[config.mk]
export PLATFORM = sky130hd
export DESIGN_NAME = add_decode_and_vectors
export DESIGN_NICKNAME = d
export VERILOG_FILES = /design/src/hdl/add_decode_pkg.sv /design/src/hdl/add_exec_if.sv /design/src/hdl/add_decode_and_vectors.sv /design/src/hdl/add_unit.sv
export SDC_FILE = /design/constraint.sdc
export NUM_CORES = 1
export LEC_CHECK = 0
export BUFFER_PORTS_ARGS = -buffer_cell sky130_fd_sc_hd__buf_2
export CORE_MARGIN = 2
export CORE_UTILIZATION = 50
export DETAILED_ROUTE_END_ITERATION = 12
export PLACE_DENSITY = 0.76
export SLEW_MARGIN = 10
export SYNTH_ARGS = -nofsm -noshare
export SYNTH_HDL_FRONTEND = slang
export SYNTH_SLANG_ARGS = --single-unit
[constraint.sdc]
create_clock -name i_mclk -period 9.9 [get_ports i_mclk]
set_input_delay 1.98 -clock i_mclk [delete_from_list [all_inputs] [get_ports i_mclk]]
set_output_delay 1.98 -clock i_mclk [all_outputs]
set_load 0.005 [all_outputs]
[src/hdl/add_decode_pkg.sv]
// Purpose: Shared constants for the add decoder and vector selection
// Assumes: Bit numbering is LSB = 0; instruction bit 0 maps to instr[0]
// Notes:   Opcode codes are held here once; families match under a variant mask
package add_decode_pkg;

    // ==========================================================
    // Widths
    // ==========================================================
    localparam int unsigned XLEN      = 32;
    localparam int unsigned REG_AW    = 5;
    localparam int unsigned OPC_W     = 6;
    localparam int unsigned IMM_W     = 16;

    // ==========================================================
    // Program counter targets
    // ==========================================================
    localparam logic [31:0] VEC_RESET = 32'h0000_0000;
    localparam logic [31:0] VEC_EXC   = 32'h0000_0008;
    localparam logic [31:0] VEC_INT   = 32'h0000_0010;
    localparam logic [31:0] PC_STEP   = 32'h0000_0004;

    // ==========================================================
    // Field positions (LSB index of each field)
    // ==========================================================
    localparam int unsigned OPC_LSB   = 26;
    localparam int unsigned RD_LSB    = 21;
    localparam int unsigned RA_LSB    = 16;
    localparam int unsigned RB_LSB    = 11;
    localparam int unsigned IMM_LSB   = 0;
    localparam int unsigned OPC_K_BIT = 2;  // Keep-carry bit inside the opcode
    localparam int unsigned OPC_C_BIT = 1;  // Carry-in bit inside the opcode

    // ==========================================================
    // Opcodes
    // ==========================================================
    localparam logic [5:0] OPC_ADD_BASE   = 6'h00;
    localparam logic [5:0] OPC_ADDI_BASE  = 6'h08;
    localparam logic [5:0] OPC_IMM_PREFIX = 6'h2C;
    localparam logic [5:0] OPC_VAR_MASK   = 6'h06;

    // ==========================================================
    // Reset values
    // ==========================================================
    localparam logic [31:0] WORD_RST  = 32'h0000_0000;
    localparam logic [15:0] HALF_RST  = 16'h0000;
    localparam logic [4:0]  REG_RST   = 5'h00;

endpackage : add_decode_pkg

[src/hdl/add_exec_if.sv]
// Purpose: Operand and result bundle between decoder and adder
// Assumes: Purely combinational traffic inside one clock domain
// Notes:   None
`timescale 1ns/1ps
`default_nettype none
interface add_exec_if;
    logic [31:0] op_a;       // First operand
    logic [31:0] op_b;       // Second operand
    logic        carry_in;   // Carry into bit 0
    logic [31:0] sum;        // Sum result
    logic        carry_out;  // Carry out of bit 31

    modport decoder (output op_a, output op_b, output carry_in, input sum, input carry_out);
    modport adder   (input op_a, input op_b, input carry_in, output sum, output carry_out);
endinterface : add_exec_if
`default_nettype wire

[src/hdl/add_decode_and_vectors.sv]
// Purpose: Decode both formats, execute the add families, steer the PC
// Assumes: Register file has asynchronous read; instructions arrive on i_mclk
// Notes:   Decode then execute; result and carry land at the same edge
`timescale 1ns/1ps
`default_nettype none
module add_decode_and_vectors (
    input  wire logic        i_mclk,              // Core clock, 100 MHz
    input  wire logic        i_rst_b,             // Async reset, active low
    input  wire logic [31:0] i_instr,             // Fetched instruction word
    input  wire logic        i_instr_valid,       // Word valid for o_pc
    input  wire logic        i_exception,         // Exception request, one cycle
    input  wire logic        i_interrupt,         // Interrupt request, one cycle
    input  wire logic [31:0] i_src_a_data,        // Read data, first source
    input  wire logic [31:0] i_src_b_data,        // Read data, second source
    output logic      [31:0] o_pc,                // Fetch address
    output logic      [4:0]  o_rf_rd_addr_a,      // First source address
    output logic      [4:0]  o_rf_rd_addr_b,      // Second source address
    output logic             o_rf_wr_en,          // Write strobe, one cycle
    output logic      [4:0]  o_rf_wr_addr,        // Destination address
    output logic      [31:0] o_rf_wr_data,        // Destination data
    output logic             o_status_carry_flag  // Status carry flag
);
    import add_decode_pkg::*;

    // ==========================================================
    // Decode helpers
    // ==========================================================
    // Opcode field of a word
    function automatic logic [5:0] opc_of(input logic [31:0] w);
        opc_of = w[OPC_LSB +: OPC_W];
    endfunction : opc_of

    // Family match ignoring the carry and keep bits
    function automatic logic in_family(input logic [5:0] opc, input logic [5:0] base);
        in_family = ((opc & ~OPC_VAR_MASK) == base);
    endfunction : in_family

    // ==========================================================
    // Reset release
    // ==========================================================
    logic rst_meta_r;
    logic rst_sync_b_r;

    // Assert at once, release two edges later
    always_ff @(posedge i_mclk or negedge i_rst_b)
    begin
        if (!i_rst_b)
        begin
            rst_meta_r   <= 1'b0;
            rst_sync_b_r <= 1'b0;
        end
        else
        begin
            rst_meta_r   <= 1'b1;
            rst_sync_b_r <= rst_meta_r;
        end
    end

    // ==========================================================
    // State
    // ==========================================================
    logic        dec_valid_r,  dec_valid_nxt;
    logic [31:0] dec_instr_r,  dec_instr_nxt;
    logic [31:0] pc_r,         pc_nxt;
    logic [4:0]  rd_a_r,       rd_a_nxt;
    logic [4:0]  rd_b_r,       rd_b_nxt;
    logic        wr_en_r,      wr_en_nxt;
    logic [4:0]  wr_addr_r,    wr_addr_nxt;
    logic [31:0] wr_data_r,    wr_data_nxt;
    logic        carry_r,      carry_nxt;
    logic [15:0] imm_hi_r,     imm_hi_nxt;
    logic        imm_pend_r,   imm_pend_nxt;

    // ==========================================================
    // Decode of the word in the execute slot
    // ==========================================================
    logic [5:0]  exe_opc;
    logic [4:0]  exe_rd;
    logic [15:0] exe_imm16;
    logic        exe_is_rr;
    logic        exe_is_ri;
    logic        exe_is_prefix;
    logic [31:0] exe_imm32;

    add_exec_if exec_bus ();

    add_unit u_add_unit (
        .port_x (exec_bus)
    );

    // Field split and operand choice
    always_comb
    begin
        exe_opc       = opc_of(dec_instr_r);
        exe_rd        = dec_instr_r[RD_LSB +: REG_AW];
        exe_imm16     = dec_instr_r[IMM_LSB +: IMM_W];
        exe_is_rr     = in_family(exe_opc, OPC_ADD_BASE);
        exe_is_ri     = in_family(exe_opc, OPC_ADDI_BASE);
        exe_is_prefix = (exe_opc == OPC_IMM_PREFIX);
        // Prefix supplies the upper half, else sign extension
        if (imm_pend_r)
            exe_imm32 = {imm_hi_r, exe_imm16};
        else
            exe_imm32 = {{IMM_W{exe_imm16[15]}}, exe_imm16};
        exec_bus.op_a     = i_src_a_data;
        exec_bus.op_b     = exe_is_ri ? exe_imm32 : i_src_b_data;
        exec_bus.carry_in = exe_opc[OPC_C_BIT] & carry_r;
    end

    // ==========================================================
    // Fetch, decode and execute next values
    // ==========================================================
    // Redirect squashes the word in decode; a late prefix must not leak
    // Exception outranks interrupt when both arrive together
    always_comb
    begin
        dec_valid_nxt = 1'b0;
        dec_instr_nxt = dec_instr_r;
        pc_nxt        = pc_r;
        rd_a_nxt      = rd_a_r;
        rd_b_nxt      = rd_b_r;
        wr_en_nxt     = 1'b0;
        wr_addr_nxt   = wr_addr_r;
        wr_data_nxt   = wr_data_r;
        carry_nxt     = carry_r;
        imm_hi_nxt    = imm_hi_r;
        imm_pend_nxt  = imm_pend_r;

        if (i_exception)
        begin
            pc_nxt       = VEC_EXC;
            imm_pend_nxt = 1'b0;
        end
        else if (i_interrupt)
        begin
            pc_nxt       = VEC_INT;
            imm_pend_nxt = 1'b0;
        end
        else
        begin
            // Accept the fetched word and start its source reads
            if (i_instr_valid)
            begin
                dec_valid_nxt = 1'b1;
                dec_instr_nxt = i_instr;
                rd_a_nxt      = i_instr[RA_LSB +: REG_AW];
                rd_b_nxt      = i_instr[RB_LSB +: REG_AW];
                pc_nxt        = pc_r + PC_STEP;
            end
            // Execute whatever sits in decode this cycle
            if (dec_valid_r)
            begin
                if (exe_is_rr || exe_is_ri)
                begin
                    wr_en_nxt   = 1'b1;
                    wr_addr_nxt = exe_rd;
                    wr_data_nxt = exec_bus.sum;
                    if (!exe_opc[OPC_K_BIT])
                        carry_nxt = exec_bus.carry_out;
                    else
                        carry_nxt = carry_r;
                end
                // A prefix arms only the very next executed word
                if (exe_is_prefix)
                begin
                    imm_hi_nxt   = exe_imm16;
                    imm_pend_nxt = 1'b1;
                end
                else
                begin
                    imm_pend_nxt = 1'b0;
                end
            end
        end
    end

    // ==========================================================
    // Registers
    // ==========================================================
    always_ff @(posedge i_mclk or negedge rst_sync_b_r)
    begin
        if (!rst_sync_b_r)
        begin
            dec_valid_r <= 1'b0;
            dec_instr_r <= WORD_RST;
            pc_r        <= VEC_RESET;
            rd_a_r      <= REG_RST;
            rd_b_r      <= REG_RST;
            wr_en_r     <= 1'b0;
            wr_addr_r   <= REG_RST;
            wr_data_r   <= WORD_RST;
            carry_r     <= 1'b0;
            imm_hi_r    <= HALF_RST;
            imm_pend_r  <= 1'b0;
        end
        else
        begin
            dec_valid_r <= dec_valid_nxt;
            dec_instr_r <= dec_instr_nxt;
            pc_r        <= pc_nxt;
            rd_a_r      <= rd_a_nxt;
            rd_b_r      <= rd_b_nxt;
            wr_en_r     <= wr_en_nxt;
            wr_addr_r   <= wr_addr_nxt;
            wr_data_r   <= wr_data_nxt;
            carry_r     <= carry_nxt;
            imm_hi_r    <= imm_hi_nxt;
            imm_pend_r  <= imm_pend_nxt;
        end
    end

    // ==========================================================
    // Outputs, all straight from flip-flops
    // ==========================================================
    assign o_pc                = pc_r;
    assign o_rf_rd_addr_a      = rd_a_r;
    assign o_rf_rd_addr_b      = rd_b_r;
    assign o_rf_wr_en          = wr_en_r;
    assign o_rf_wr_addr        = wr_addr_r;
    assign o_rf_wr_data        = wr_data_r;
    assign o_status_carry_flag = carry_r;

endmodule : add_decode_and_vectors
`default_nettype wire

[src/hdl/add_unit.sv]
// Purpose: 32-bit adder with carry in and carry out
// Assumes: Operands settle within the cycle
// Notes:   Purely combinational
`timescale 1ns/1ps
`default_nettype none
module add_unit (
    add_exec_if.adder       port_x    // Operands in, sum out
);
    import add_decode_pkg::*;

    logic [32:0] wide_sum;

    // ==========================================================
    // Adder
    // ==========================================================
    // Extra bit captures the carry out of bit 31
    always_comb
    begin
        wide_sum = {1'b0, port_x.op_a} + {1'b0, port_x.op_b} + {32'h0000_0000, port_x.carry_in};
    end

    assign port_x.sum       = wide_sum[31:0];
    assign port_x.carry_out = wide_sum[32];
endmodule : add_unit
`default_nettype wire

==> After elaboration in Yosys (flattened, before gate mapping) <==
Index checks and enable logic that the tools add are counted.
{ "word_totals": {"register_bits": 133, "inputBits": 101, "output_inout_bits": 81, "elab_cells": 46} }
{ "op_classes": {"addsub": 3, "eq_ne": 2, "n_mux": 16, "bitwise_logic": 4, "n_reduce_logical": 8} }
{ "ops": {"columns": ["op", "n"], "rows": [
  ["$mux 32", 5],
  ["$add 32x32->33", 1],
  ["$add 33x1->33", 1],
  ["$add 32x3->32 const B", 1],
  ["$mux 1", 11],
  ["$reduce_and 4->1", 2],
  ["$eq 6x6->1 const B", 1],
  ["$logic_not 6->1", 1],
  ["$reduce_bool 3->1", 2],
  ["$reduce_and 5->1", 1],
  ["$eq 4x2->1 const B", 1],
  ["$not 1->1", 3],
  ["$reduce_and 3->1", 1],
  ["$and 1x1->1", 1],
  ["$logic_or 1x1->1", 1]
]} }

==> Longest topological paths before layout <==
{ "logic_depth": {"ltp_word": 6, "mapped_depth": 16, "depth_no_buf": 14} }

==> By module <==
From an unflattened synthesis, not the netlist that was laid out.
{ "unflattened": {"cells_unflattened": 716, "hier_area_um2": 7380.8} }
{ "by_module_without_submodules": {"columns": ["mod", "instances", "cells_per_inst", "area_per_inst_um2", "seq_area_each_um2"], "rows": [
  ["add_decode_and_vectors", 1, 457, 5526.6, 3027.9],
  ["add_unit", 1, 259, 1854.3, 0.0]
]} }

==> Worst setup path before layout <==
Ideal clock, no wire load.
{ "synth_timing": {"path_type": "input to register", "from": "input i_src_b_data[0]", "to": "register wr_data_r[14] (netlist: o_rf_wr_data[14])", "setup_ns": 0.125, "arrival_time_ns": 4.277, "required_ns": 9.775, "setup_slack_ns": 5.498, "stages": 11, "n_path_buf": 0, "path_cell_list": "mux2_2 -> fa_1 -> inv_1 -> fa_1 -> and2b_1 -> o2111ai_1 -> a21oi_2 -> a221o_2 -> a21oi_2 -> xnor2_1 -> mux2_4"} }
{ "synth_between": {"elab_chain_len": 3} }
{ "synth_lines": {"columns": ["item", "line_no", "source"], "rows": [
  ["start, declared", "add_decode_and_vectors.sv:14", "input wire logic [31:0] i_src_b_data,"],
  ["$mux 32", "add_decode_and_vectors.sv:106", "exec_bus.op_b = exe_is_ri ? exe_imm32 : i_src_b_data;"],
  ["$add 32x32->33", "add_unit.sv:19", "wide_sum = {1'b0, port_x.op_a} + {1'b0, port_x.op_b} + {32'h0000_0000, port_x.carry_in};"],
  ["$add 33x1->33", "add_unit.sv:19", null],
  ["end signal, assigned", "add_decode_and_vectors.sv:205", "wr_data_r <= wr_data_nxt;"],
  ["end, declared", "add_decode_and_vectors.sv:69", "logic [31:0] wr_data_r, wr_data_nxt;"]
]} }
Every way passes these cells.
A chain may end at the register's enable or synchronous reset.

==> Worst setup path after layout <==
{ "layout_timing": {"from": "input i_src_b_data[0]", "to": "register wr_data_r[22] (netlist: o_rf_wr_data[22])"} }
The elaborated chain is that of the path after synthesis.

==> results by group <==
Status
  – Outcome: complete, no violations

Clocking
  – Clk_lat worst skew: 420 ps
  – Clock Pin Slew Worst Setup and Hold Paths: 50 ps
  – # hold bufs at CTS: 0
  – Htree depth: 4
  – # clock sinks: 121
  – Post-CTS sizing: 0
  – CTS tree: done
  – Root Driver: clkbuf_16
  – Clock buffer depth: 2
  – Num CTS Buffers: 17
  – Setup Buffers After CTS: 0

GRT
  – GR Overflow Total: 0
  – Total global-route track usage: 25.8%
  – Antenna violations before repair: 0
  – Vias in the first global route: 6,032
  – Pin count of the biggest net entering global routing: 78
  – First-pass GRT wire length: 31.6 mm

Synthesis
  – Register area share after synthesis: 41.6%
  – Post-synth top area cell: dfrtp_1
  – Area contributors post-synth: dfrtp_1 42%, mux2_2 9.9%, ha_1 5.5%
  – Number of synthesized flops with an enable pin: 0
  – Post-Syn Instances: 767
  – Top-area cell type share of the netlist area: 41.6%
  – Syn Area/Cell: 9.50 um^2
  – Synthesized area: 7280 um^2
  – Async S/R FF share, synth: 100%
  – Synth cell types: 65
  – Number of synthesized register bits: 121
  – Ys flop type: dfrtp_1
  – Warnings from Yosys: 0

Floorplanning
  – Die Ht: 125 um
  – Row Count: 44
  – Die Area: 15,500 um^2
  – Chip width: 125 um
  – Num ports: 182
  – Initial Util: 50.7%
  – Core ar.: 14,400 um^2

Placement
  – Routability cong.: 0.944
  – PortBufs: 179
  – DP Cell Count: 1,077
  – Pre-CTS WS: 5010 ps
  – Dpl hpwl: 14.6 mm

Power
  – Worst VDD drop: 0.134 mV
  – Leakage power: 4.25 nW
  – Power per cell area: 193 nW/um^2

Cells and area
  – Antenna cells: 0
  – Layout Utilization: 61.3%
  – Non-Filler Instances: 1,108
  – Share of cells above drive strength 1: 32.0%
  – Nets: 1,047
  – Area added between synthesis and finish: 20.8%

STA
  – Slew Limit Fails: 0
  – Fin Setup TNS: 0 ps
  – Tmin final: 4470 ps
  – Clock Skews: 8.80 ps
  – Final hold vios: 0
  – Final worst-path cycle share: 45.1%
  – Setup ws final: 5430 ps
  – Slew @ Worst Pin: 1030 ps
  – Unrepaired setup endpoints after global routing: false
  – Final setup fails: 0
  – Fmax: 224 MHz
  – Slew HR: 30.9%

Critical path
  – WS Path Type: input pin to flip-flop
  – Worst path cell trace: buf_2 > mux2_2 > fa_1 > inv_1 > fa_1 > and2b_1 > o2111ai_1 > a21oi_2 > a221o_2 > a21oi_2 > xor2_1 > o21ai_0
  – Crit-path slowest cell: fa_1
  – Worst Path Max Fanout: 5
  – CP arrival: 4740 ps
  – Startpoint types: input pin
  – Max stage delay on crit path: 460 ps
  – Worst EP required: 10,170 ps
  – CP endpoint kind: flip-flop

Detailed routing
  – Post-detailed-route count of antenna-violating nets: 0
  – DRC violations left: 0
  – 1st-iter DRT viols: 482
  – Vias: 6,372
  – Drt wl/cell: 18.1 um
  – Via density: 5.75
  – 1st-pass router iterations: 5
  – Total routed wirelength: 20.0 mm

Hold path
  – Hold crit path type: flip-flop to async pin

Flow run
  – Max Cap Viol: 0
[power by group]
group	total (mW)	leakage [nW]	internal, mW	switching, mW
clock network	0.652	0.296	0.427	0.225
registers	0.628	1.59	0.568	0.0608
logic	0.422	2.37	0.189	0.233
[cell type report]
class / count / area, um^2
repair buffers: 183 / 926
flip-flops and latches: 121 / 3030
inverters: 8 / 30.0
fillers: 1228 / 5570
multi-input cells: 581 / 3970
clock buffers: 20 / 447
well taps: 184 / 230
clock inverters: 11 / 171
[through the flow]
step | hold slack (ps) | power (mW) | cell area (um^2)
4_1_cts | 346 | 1.71 | 8800
6_report | 329 | 1.70 | 8800
2_1_floorplan | 331 | 0.899 | 7290
3_3_place_gp | 335 | 1.05 | 8180
5_1_grt | 371 | 1.79 | 8800
3_5_place_dp | 337 | 1.05 | 8180
[layer usage]
metal / routed length [um] / GRT usage (%)
met3: 1390 / 5.54
met1: 8750 / 35.1
met4: 484 / 8.72
met2: 9390 / 41.1
met5: 0 / 0
[worst max-delay path: cells and delay by family]
kind / cells / cell delay [ps]
AOI/OAI and AO/OA: 5 / 1250
xor gates and xnor gates: 1 / 170
adders and majority gates: 2 / 650
buffers and inverters: 2 / 200
muxes: 1 / 270
and+or+nand+nor: 1 / 200
[sequential cells by signal (all words and copies together), names as in the netlist]
register and cells:
dec_instr_r 32, imm_hi_r 16, o_status_carry_flag 1, dec_valid_r 1
o_rf_wr_addr 5, o_rf_wr_en 1, rst_meta_r 1, imm_pend_r 1
o_pc 30, o_rf_wr_data 32, rst_sync_b_r 1
[Yosys cell counts, types with 2 or more instances]
cell type and count:
o21ai_1 3, and3_1 9, o31ai_2 2, a211oi_1 4
dfrtp_1 121, ha_1 32, nor2_1 64, o21bai_1 3
o2111ai_1 3, o21ai_0 44, nand3_1 27, buf_4 12
a31o_2 2, a221oi_1 3, or2_2 2, nand2_1 82
nor2b_1 3, and4_1 3, a21oi_2 3, buf_1 2
a31oi_1 5, fa_1 2, o211ai_1 5, a21oi_1 67
a21o_1 17, nand4_1 16, or3_1 15, or4_1 5
a22oi_1 2, clkbuf_1 34, xor2_1 24, mux2_2 64
buf_2 8, nor3_1 6, and2_1 9, conb_1 2
o21a_1 5, xnor2_1 16, mux2i_1 9, inv_1 7
[cells by family (layout without fill, tap and decap cells)]
| kind of cell | Yosys count | in the layout | synth area share, % |
|---|---|---|---|
| simple gates | 250 | 250 | 16.5 |
| compound gates | 180 | 180 | 15.4 |
| flops | 121 | 121 | 41.6 |
| mux | 74 | 74 | 11.3 |
| buf+inv | 66 | 222 | 4.28 |
| xor+xnor | 40 | 40 | 4.81 |
| fa+ha+maj | 34 | 34 | 6.05 |
| other cells | 2 | 3 | 0.103 |
[path summary, 6_finish.rpt]
path                                  from          endpoint  slack (ps)  depth (start not counted)
hold / removal                rst_sync_b_r           o_pc[2]         330                          0
max in group asynchronous     rst_sync_b_r  o_rf_wr_data[18]        8160                          1
min in group i_mclk             rst_meta_r      rst_sync_b_r         350                          0
hold reg to reg               rst_sync_b_r           o_pc[2]         330                          0
setup / recovery           i_src_b_data[0]  o_rf_wr_data[22]        5430                         12
setup reg to reg                imm_pend_r  o_rf_wr_data[27]        6040                         11
[cell usage in the layout (no fill, tap or decap), types with 3 or more instances in the layout]
cell | synthesis | layout
a21oi_2 | 3 | 3
or4_1 | 5 | 4
or3_1 | 15 | 15
buf_2 | 8 | 179
and2_1 | 9 | 9
inv_1 | 7 | 7
xnor2_1 | 16 | 16
mux2i_1 | 9 | 9
o21a_1 | 5 | 5
a211oi_1 | 4 | 4
buf_4 | 12 | 4
nor3_1 | 6 | 6
a21o_1 | 17 | 17
nand2_1 | 82 | 82
a21oi_1 | 67 | 67
nand3_1 | 27 | 27
dfrtp_1 | 121 | 120
ha_1 | 32 | 32
nor2b_1 | 3 | 3
a221oi_1 | 3 | 3
and4_1 | 3 | 3
o211ai_1 | 5 | 5
mux2_2 | 64 | 64
nor2_1 | 64 | 63
o21ai_1 | 3 | 3
a31oi_1 | 5 | 5
o2111ai_1 | 3 | 3
clkbuf_16 | 0 | 17
nand4_1 | 16 | 16
o21bai_1 | 3 | 3
and3_1 | 9 | 9
bufinv_16 | 0 | 4
o21ai_0 | 44 | 44
xor2_1 | 24 | 24
conb_1 | 2 | 3
No activity file was read; power rests on OpenSTA's default activity.
